## src/verilog/sacc_map.svh

```systemverilog
// Constant map for the SAR conversion control block
`ifndef SACC_MAP_SVH
`define SACC_MAP_SVH
`define SACC_RES_BITS 18
`define SACC_ACQ_NS 2000
`define SACC_CLK_NS 25
`define SACC_ACQ_CYC ((`SACC_ACQ_NS + `SACC_CLK_NS - 1) / `SACC_CLK_NS)
`define SACC_MODE_P18 2'h0
`define SACC_MODE_P16 2'h1
`define SACC_MODE_P8 2'h2
`define SACC_MODE_SER 2'h3
`endif

```

## src/verilog/sacc_pkg.sv

```systemverilog
// Types for the SAR conversion control block
`default_nettype none
package sacc_pkg;
  typedef enum logic [1:0] {
    SACC_IDLE = 2'b00,
    SACC_CONV = 2'b01,
    SACC_DONE = 2'b10,
    SACC_ACQ = 2'b11
  } sacc_state_t;
  typedef struct packed {
    logic chip_select_n;
    logic read_enable_n;
    logic [1:0] mode;
    logic output_coding_select;
  } sacc_rd_ctl_t;
endpackage
`default_nettype wire
```

## src/verilog/sacc_ctrl.sv

```systemverilog
// Conversion sequencer and output port control of an 18-bit SAR converter
// Notes on behaviour
// - Conversion starts only from low convert_start_n
// - Running conversion ignores start; power-down is ignored in CONV but latched in the last busy cycle (DONE)
// - Start works regardless of select and read
// - Held start low auto-repeats after timed acquisition
// - Select or read high tristates all data bus outputs
// - Select and read low drive result out
// - Coding select applies except 18-bit parallel
// - Serial pins share the parallel data bus
// - Low-current state after conversion through acquisition
// - Read port works during low-current acquisition
// - Buffer power-down high selects external reference
// - Form code, then drop busy
// - MSB-first decisions over eighteen weighted elements
`timescale 1ns/1ps
`default_nettype none
`include "sacc_map.svh"
module sacc_ctrl
  import sacc_pkg::*;
#(
  parameter int RES_BITS = `SACC_RES_BITS,
  parameter int ACQ_CYC = `SACC_ACQ_CYC
) (
  input wire logic ref_clk, // 40 MHz clock
  input wire logic rst, // Async reset, active high
  input wire logic convert_start_n, // Start request, active low
  input wire logic power_down_input, // Power-down request
  input wire logic reference_buffer_power_down, // High: external ref
  input wire sacc_rd_ctl_t rd_ctl, // Read port controls
  input wire logic comp_out, // Comparator: input above trial level
  output logic busy, // Conversion in progress
  output logic [RES_BITS-1:0] dac_trial, // Trial word to the array
  output logic [RES_BITS-1:0] data_out, // Shared data bus value
  output logic [RES_BITS-1:0] data_oe, // Drive enables, high drives
  output logic core_low_power, // Converter core in low current
  output logic ref_buf_enable, // Internal reference buffer on
  output logic powered_down // Device held powered down
);
  // Elaboration checks: the timer is 16 bits wide, and a zero count
  // would leave no acquisition time at all
  if (RES_BITS < 8 || RES_BITS > 32) begin : g_bad_res
    $error("RES_BITS out of range");
  end
  if (ACQ_CYC < 1 || ACQ_CYC > 65535) begin : g_bad_acq
    $error("ACQ_CYC out of range");
  end

  sacc_state_t state_r, state_nxt; // Sequencer state
  logic [RES_BITS-1:0] sar_r, sar_nxt; // Trial and decided bits
  logic [RES_BITS-1:0] bit_r, bit_nxt; // One-hot bit under decision
  logic [RES_BITS-1:0] result_r, result_nxt; // Last straight binary code
  logic [15:0] acq_r, acq_nxt; // Acquisition timer
  logic start_prev_r; // Previous start level, for edge detection
  logic pwrdn_r; // Latched power-down request
  logic busy_r, low_r, buf_r; // Registered outputs
  logic [RES_BITS-1:0] dout_r, doe_r; // Registered bus drive

  // Start decode: falling edge while idle, or held low at the end of acquisition
  // no read-port term
  wire start_fall = start_prev_r & ~convert_start_n;
  wire start_held = ~convert_start_n;
  wire last_bit = bit_r[0];
  // Decision of the current bit kept or dropped
  wire [RES_BITS-1:0] decided = comp_out ? sar_r : (sar_r & ~bit_r);
  wire [RES_BITS-1:0] bit_shift = bit_r >> 1;

  // Next-state logic of the sequencer
  always_comb begin
    state_nxt = state_r;
    sar_nxt = sar_r;
    bit_nxt = bit_r;
    result_nxt = result_r;
    acq_nxt = acq_r;
    case (state_r)
      SACC_IDLE: begin
        if (start_fall && !pwrdn_r) begin
          state_nxt = SACC_CONV;
          bit_nxt = {1'b1, {(RES_BITS-1){1'b0}}};
          sar_nxt = {1'b1, {(RES_BITS-1){1'b0}}};
        end
      end
      SACC_CONV: begin
        if (last_bit) begin
          state_nxt = SACC_DONE;
          sar_nxt = decided;
        end else begin
          sar_nxt = decided | bit_shift;
          bit_nxt = bit_shift;
        end
      end
      SACC_DONE: begin
        result_nxt = sar_r;
        acq_nxt = 16'(ACQ_CYC);
        state_nxt = SACC_ACQ;
      end
      SACC_ACQ: begin
        if (acq_r > 16'h0001) begin
          acq_nxt = acq_r - 16'h0001;
        end else if (pwrdn_r) begin
          state_nxt = SACC_IDLE;
        end else if (start_held) begin
          state_nxt = SACC_CONV;
          bit_nxt = {1'b1, {(RES_BITS-1){1'b0}}};
          sar_nxt = {1'b1, {(RES_BITS-1){1'b0}}};
        end else begin
          state_nxt = SACC_IDLE;
        end
      end
      default: state_nxt = SACC_IDLE;
    endcase
  end

  // Output coding and bus drive; read side ignores core state
  // coding except 18-bit mode
  wire use_2c = ~rd_ctl.output_coding_select &
                (rd_ctl.mode != `SACC_MODE_P18);
  wire [RES_BITS-1:0] coded =
    {result_r[RES_BITS-1] ^ use_2c, result_r[RES_BITS-2:0]};
  // select and read gate the bus
  wire rd_active = ~rd_ctl.chip_select_n & ~rd_ctl.read_enable_n;
  // serial mode uses only bit 0 of the shared pins
  wire serial = rd_ctl.mode == `SACC_MODE_SER;
  wire [RES_BITS-1:0] oe_nxt = !rd_active ? '0 :
    serial ? {{(RES_BITS-1){1'b0}}, 1'b1} : '1;
  wire [RES_BITS-1:0] dout_nxt = !rd_active ? '0 :
    serial ? {{(RES_BITS-1){1'b0}}, coded[RES_BITS-1]} : coded;
  wire conv_nxt = (state_nxt == SACC_CONV) || (state_nxt == SACC_DONE);

  // Sequencer registers
  always_ff @(posedge ref_clk or posedge rst) begin
    if (rst) begin
      state_r <= SACC_IDLE;
      sar_r <= '0;
      bit_r <= '0;
      result_r <= '0;
      acq_r <= 16'h0000;
    end else begin
      state_r <= state_nxt;
      sar_r <= sar_nxt;
      bit_r <= bit_nxt;
      result_r <= result_nxt;
      acq_r <= acq_nxt;
    end
  end

  // Power-down latched outside CONV, including the DONE cycle while busy is still high
  always_ff @(posedge ref_clk or posedge rst) begin
    if (rst) begin
      pwrdn_r <= 1'b0;
      start_prev_r <= 1'b1;
    end else begin
      start_prev_r <= convert_start_n;
      if (!conv_nxt && state_r != SACC_CONV) begin
        pwrdn_r <= power_down_input;
      end
    end
  end

  // Registered outputs; read port keeps running in low power
  always_ff @(posedge ref_clk or posedge rst) begin
    if (rst) begin
      busy_r <= 1'b0;
      low_r <= 1'b1;
      buf_r <= 1'b0;
      dout_r <= '0;
      doe_r <= '0;
    end else begin
      busy_r <= conv_nxt;
      low_r <= !conv_nxt;
      buf_r <= !reference_buffer_power_down && !pwrdn_r;
      dout_r <= dout_nxt;
      doe_r <= oe_nxt;
    end
  end

  assign busy = busy_r;
  assign dac_trial = sar_r;
  assign data_out = dout_r;
  assign data_oe = doe_r;
  assign core_low_power = low_r;
  assign ref_buf_enable = buf_r;
  assign powered_down = pwrdn_r;
endmodule // sacc_ctrl
`default_nettype wire

```

## config.mk

```make
export PLATFORM = sky130hd
export DESIGN_NAME = sacc_ctrl
export DESIGN_NICKNAME = d
export VERILOG_FILES = /design/src/verilog/sacc_pkg.sv /design/src/verilog/sacc_ctrl.sv
export VERILOG_INCLUDE_DIRS = /design/src /design/src/verilog
export SDC_FILE = /design/constraint.sdc
export NUM_CORES = 1
export LEC_CHECK = 0
export ABC_AREA = 1
export BUFFER_PORTS_ARGS = -buffer_cell sky130_fd_sc_hd__buf_2
export CORE_MARGIN = 5
export CORE_UTILIZATION = 55
export DETAILED_ROUTE_END_ITERATION = 10
export PLACE_DENSITY = 0.78
export SYNTH_ARGS = -nofsm -noshare
export SYNTH_HDL_FRONTEND = slang
export SYNTH_SLANG_ARGS = --single-unit
```

## constraint.sdc

```tcl
create_clock -name ref_clk -period 3.95 [get_ports ref_clk]
set_clock_uncertainty 0.05 [all_clocks]
set_input_delay 0 -clock ref_clk [delete_from_list [all_inputs] [get_ports ref_clk]]
set_output_delay 0 -clock ref_clk [all_outputs]
set_load 0.005 [all_outputs]
```

==> metrics, run 1 <==
run status finished, final reports clean; post-layout instance count excluding filler cells 693; maximum fanout along the worst path 13; number of filler cells placed in the layout 653; initial antenna violation count 0; I/O pin count 69; total negative slack for setup checks 0 ps; Post-synth top flop sky130_fd_sc_hd__dfrtp_1; largest cells by area after synthesis sky130_fd_sc_hd__dfrtp_1, sky130_fd_sc_hd__nand2_1, sky130_fd_sc_hd__o21ai_0; # placed instances 668; via count normalized by instance count 5.02; cell with the most instances after synthesis sky130_fd_sc_hd__nand2_1; via count of the routed design 3,482; cell depth of the worst min-delay path 5; buffers added on ports 68; FF+latch area 2430 sq um; first-pass GRT wire length 15,300 microns; area taken by multi-input logic gates 1490 sq um; master cell of the clock root buffer sky130_fd_sc_hd__clkbuf_8; count of state elements after synthesis 97; Worst Setup End Kind flop; pins over their slew limit 0; element type at the critical path start flop; pin count of the biggest net entering global routing 64; Async S/R FF share, synth 100%; # clock sinks 97; Ys Warns 0; category of the most critical setup path reg2reg; Placed Instance Area 4660 sq um; routed wire length per instance 12.9 microns; final-stage net count 599; final setup slack of the worst path 2020 ps; slew at the pin closest to its max-slew limit 1050 ps; deepest clock path buffer count 2; maximum achievable frequency 0.519 GHz; area fraction of the dominant cell type after synthesis 54.3%; Post-DP HPWL 6250 microns; fraction of layout cells with a size suffix above 1 18.4%; number of DRC markers in iteration 0 197; Tmin final 1930 ps; summed instance area of the synthesized netlist 4380 sq um; critical path required time 4150 ps; count of distinct cell types in the synthesized netlist 27; drt first pass iters 5; number of CTS-inserted buffers 9; power density over the cells 344 nW/um^2; number of instances in the synthesized netlist 528; Rel. slew slack 30.2%; number of flops mapped to enable cells by yosys 0; routability congestion estimate 0.890; DRC violation count after routing 0; Leak 2.75 nW; Post-Syn Nets 541; crit path DAT 2120 ps; Area Growth Syn to Fin 12.7%; leftover overflow at the end of global routing 0; effective utilization at floorplan 56.7%; number of global-route vias before repair 3,276; die area 9850 sq um; unrepaired setup endpoints after global routing no; final worst path period share 48.7%; path depth of the worst reg2reg path 11; Pwr Total 1.70 mW; Reg clk slew, reported paths 100 ps; Std-Cell Core Area 7730 sq um; post-route cell area 4940 sq um; y dimension of the die 99.2 microns; antenna diode count 0; number of levels in the clock H-tree 3; TritonCTS clock tree yes; number of hold violations in the final report 0; cell type with the largest total area after synthesis sky130_fd_sc_hd__dfrtp_1; final worst hold slack 40.6 ps; VDD IR max 0.000198 V; WL final 8950 microns; count of final setup violators 0; Setup WS pre-CTS 2060 ps; count of nets left with antenna violations after detail routing 0; post-CTS repair timing setup buffer count 0; Die Wd 99.2 microns; Worst Hold Class in2reg; Global Route Usage Sum 19.1%; most used standard cells in the synthesized netlist sky130_fd_sc_hd__nand2_1, sky130_fd_sc_hd__dfrtp_1, sky130_fd_sc_hd__inv_1; final cell utilization of the core 63.9%; max cap viols 0; number of cell rows 32; Worst-Skew Late Latency 370 ps; post-synthesis area per instance 8.29 sq um; sequential fraction of the synthesis area 55.5%
==> sequential cells by signal, summed over array words and instances (netlist names), 2 cells and up <==
name / flops
dac_trial: 18
state_r: 2
acq_r: 16
data_out: 18
data_oe: 2
result_r: 18
bit_r: 18
==> cell families after synthesis <==
logic type               Yosys count  share of synthesized area [%]
flip-flops                        97                           55.5
buffers and inverters            100                           10.6
XOR/XNOR                           6                           1.20
adder cells (fa/ha/maj)            2                          0.571
AND/OR/NAND/NOR                  239                           22.3
AO/OA/AOI/OAI                     84                           9.83
==> area by class of cell <==
cell class	count	share of cell area, %
Timing Repair Buffer	79	9.02
Inverter	68	5.25
Clock inverter	7	1.32
Multi-Input combinational cell	331	30.1
Tap cell	102	2.58
Sequential cell	97	49.2
Clock buffer	9	2.51
==> layout by cell type, fill, tap and decap left out <==
master,instances
sky130_fd_sc_hd__clkbuf_8,9
sky130_fd_sc_hd__dfstp_2,2
sky130_fd_sc_hd__clkinv_4,1
sky130_fd_sc_hd__nand2_1,164
sky130_fd_sc_hd__clkinv_8,1
sky130_fd_sc_hd__clkinvlp_4,2
sky130_fd_sc_hd__nor2_2,5
sky130_fd_sc_hd__inv_2,3
sky130_fd_sc_hd__nand3_1,14
sky130_fd_sc_hd__nor2_1,45
sky130_fd_sc_hd__buf_2,68
sky130_fd_sc_hd__clkinv_2,2
sky130_fd_sc_hd__a21oi_1,2
sky130_fd_sc_hd__nand2_2,7
sky130_fd_sc_hd__dfrtp_1,95
sky130_fd_sc_hd__nand2_4,1
sky130_fd_sc_hd__o21bai_1,1
sky130_fd_sc_hd__inv_6,1
sky130_fd_sc_hd__inv_1,63
sky130_fd_sc_hd__dlygate4sd3_1,9
sky130_fd_sc_hd__nor3_1,1
sky130_fd_sc_hd__ha_1,2
sky130_fd_sc_hd__inv_8,1
sky130_fd_sc_hd__xor2_1,5
sky130_fd_sc_hd__o21ai_2,1
sky130_fd_sc_hd__nand4_4,1
sky130_fd_sc_hd__inv_4,1
sky130_fd_sc_hd__o21ai_1,16
sky130_fd_sc_hd__o21ai_0,61
sky130_fd_sc_hd__buf_4,2
sky130_fd_sc_hd__o22ai_1,3
sky130_fd_sc_hd__nor2_4,1
sky130_fd_sc_hd__xnor2_1,1
==> critical path, stage by stage, from the launching register on <==
cell	delay (ps)
sky130_fd_sc_hd__dfrtp_1	390
sky130_fd_sc_hd__inv_1	110
sky130_fd_sc_hd__ha_1	210
sky130_fd_sc_hd__inv_1	70
sky130_fd_sc_hd__nand2_1	60
sky130_fd_sc_hd__nand2_1	60
sky130_fd_sc_hd__nor2_2	90
sky130_fd_sc_hd__nand2_2	80
sky130_fd_sc_hd__nand2_4	120
sky130_fd_sc_hd__nand2_2	190
sky130_fd_sc_hd__inv_2	240
sky130_fd_sc_hd__o21ai_0	120
==> per-layer routing <==
metal,wire length (microns),track usage (%),up-vias
met4,87,5.36,0
li1,-,-,1725
met3,707,5.40,7
met5,0,0,-
met1,3930,26.1,1612
met2,4220,30.1,138
==> where the power goes <==
part           internal [mW]  total (mW)  switching, mW
logic                 0.0291      0.0759         0.0468
registers               1.01        1.01        0.00868
clock network          0.240       0.609          0.368
total                   1.27        1.70          0.424
==> what timing repair did <==
action,in CTS,in global routing
hold endpoints to repair,67,0
resized for setup,0,0
hold buffers,9,0
==> final timing paths <==
check	start	endpoint	slack [ps]
setup / recovery	acq_r[0]	acq_r[15]	2020
hold / removal	rd_ctl[2]	data_out[17]	40
setup reg to reg	acq_r[0]	acq_r[15]	2020
hold reg to reg	result_r[10]	result_r[10]	450
max in group asynchronous	rst	start_prev_r	2460
min in group asynchronous	rst	acq_r[10]	350
(Power assumes the default switching activity.)
==> inputs of run 2 (changes only) <==
Clock period 3.95 ns to 2 ns, I/O delays scaled along.
==> run 2 against run 1 <==
  * Via count decreased by 2.3%
  * Critical path depth unchanged
  * Sequential power grew 98%
  * Combinational power increased by 100%
  * Register-to-register slack worse by 1900 ps
  * Hold slack barely moved
  * Critical path type unchanged
  * Critical endpoint is now dac_trial[17]
  * Largest power group unchanged
  * Highest routed layer unchanged
==> metrics, run 2 (synthesized netlist as in run 1, its figures left out) <==
number of filler cells placed in the layout 666; slew at the pin closest to its max-slew limit 675 ps; crit path DAT 2090 ps; pins over their slew limit 0; maximum achievable frequency 0.530 GHz; final worst hold slack 40.9 ps; # placed instances 672; critical path required time 2200 ps; number of DRC markers in iteration 0 238; effective utilization at floorplan 56.7%; Rel. slew slack 54.9%; max cap viols 0; unrepaired setup endpoints after global routing yes; Leak 2.77 nW; most used cells in the layout excluding fill and tap cells sky130_fd_sc_hd__nand2_1, sky130_fd_sc_hd__dfrtp_1, sky130_fd_sc_hd__buf_2; post-CTS repair timing setup buffer count 0; count of final setup violators 0; fraction of layout cells with a size suffix above 1 19.2%; buffers added on ports 68; routed wire length per instance 12.6 microns; number of cell rows 32; final-stage net count 603; # clock sinks 97; Tmin final 1890 ps; final cell utilization of the core 64.7%; post-layout instance count excluding filler cells 697; Post-DP HPWL 6160 microns; category of the most critical setup path reg2reg; initial antenna violation count 0; element type at the critical path start flop; slowest cell delay on critical path 400 ps; DRC violation count after routing 0; TritonCTS clock tree yes; first-pass GRT wire length 15,000 microns; VDD IR max 0.000434 V; number of hold violations in the final report 0; maximum fanout along the worst path 14; Reg clk slew, reported paths 100 ps; Die Wd 99.2 microns; Global Route Usage Sum 18.8%; ordered list of cells on the worst path inv_1 > ha_1 > inv_1 > nand2_1 > nand2_1 > nor2_2 > nand2_2 > nand2_4 > nand2_2 > o21ai_0 > nand2_1; most common cell type on the critical path sky130_fd_sc_hd__nand2_1; y dimension of the die 99.2 microns; antenna diode count 0; pin count of the biggest net entering global routing 98; count of nets left with antenna violations after detail routing 0; final worst path period share 94.4%; I/O pin count 69; Std-Cell Core Area 7730 sq um; power density over the cells 680 nW/um^2; Worst-Skew Late Latency 360 ps; Worst Hold Class in2reg; leftover overflow at the end of global routing 0; deepest clock path buffer count 2; number of CTS-inserted buffers 9; die area 9850 sq um; Area Growth Syn to Fin 14.1%; CP max stage cell sky130_fd_sc_hd__dfrtp_1; Worst Setup End Kind flop; via count of the routed design 3,402; area taken by multi-input logic gates 1490 sq um; leading cell type in the layout, fill and taps excluded sky130_fd_sc_hd__nand2_1; number of levels in the clock H-tree 3; run status finished, final reports clean; Pwr Total 3.40 mW; via count normalized by instance count 4.88; WL final 8810 microns; FF+latch area 2430 sq um; master cell of the clock root buffer sky130_fd_sc_hd__clkbuf_8; routability congestion estimate 0.874; drt first pass iters 4; number of global-route vias before repair 3,224
[run 2: area by class of cell]
cell class                      instances  area share (%)
Tap cell                              102            2.55
Inverter                               68            5.38
Clock inverter                          7            1.43
Multi-Input combinational cell        331            29.8
Sequential cell                        97            48.6
Clock buffer                            9            2.48
Timing Repair Buffer                   83            9.76
[run 2: stage by stage]
step	setup slack, ps	area [sq um]	setup TNS, ps
after floorplan	397	4380	0
after global placement	197	4700	0
after global routing	-81.3	5000	-827
final	113	5000	0
after CTS	49.7	4990	0
after detailed placement	90.2	4700	0
[run 2: where the power goes]
group | leakage (nW) | total (mW) | switching (mW) | internal [mW]
sequential | 1.20 | 2.00 | 0.0163 | 1.99
combinational | 1.48 | 0.152 | 0.0915 | 0.0605
clock | 0.0931 | 1.24 | 0.754 | 0.489
[run 2: worst max-delay path: cells and delay by family (launching register included)]
kind                     cells  cell delay [ps]
AO/OA/AOI/OAI                1              230
flip-flops                   1              400
AND/OR/NAND/NOR              7              680
buffers and inverters        2              190
adder cells (fa/ha/maj)      1              220
[run 2: per-layer routing]
layer / up-vias / share of wire, % / GRT usage, %
li1: 1731 / - / -
met1: 1567 / 44 / 26.2
met2: 98 / 48 / 30.0
met3: 6 / 6.9 / 3.79
met4: 0 / 0.84 / 5.57
met5: - / 0 / 0
[run 2: repair_timing]
action	4_1_cts	5_1_grt
resized for setup	0	4
hold endpoints to repair	101	1
hold buffers	9	1
setup endpoints to repair	0	22
[run 2: final timing paths]
path,start,endpoint,slack (ps),cells past startpoint
min,rd_ctl[2],data_out[17],40,5
min in group asynchronous,rst,acq_r[4],250,4
max in group asynchronous,rst,core_low_power,1240,4
max reg2reg,acq_r[0],dac_trial[17],110,11
max,acq_r[0],dac_trial[17],110,11
min reg2reg,result_r[13],result_r[13],450,2
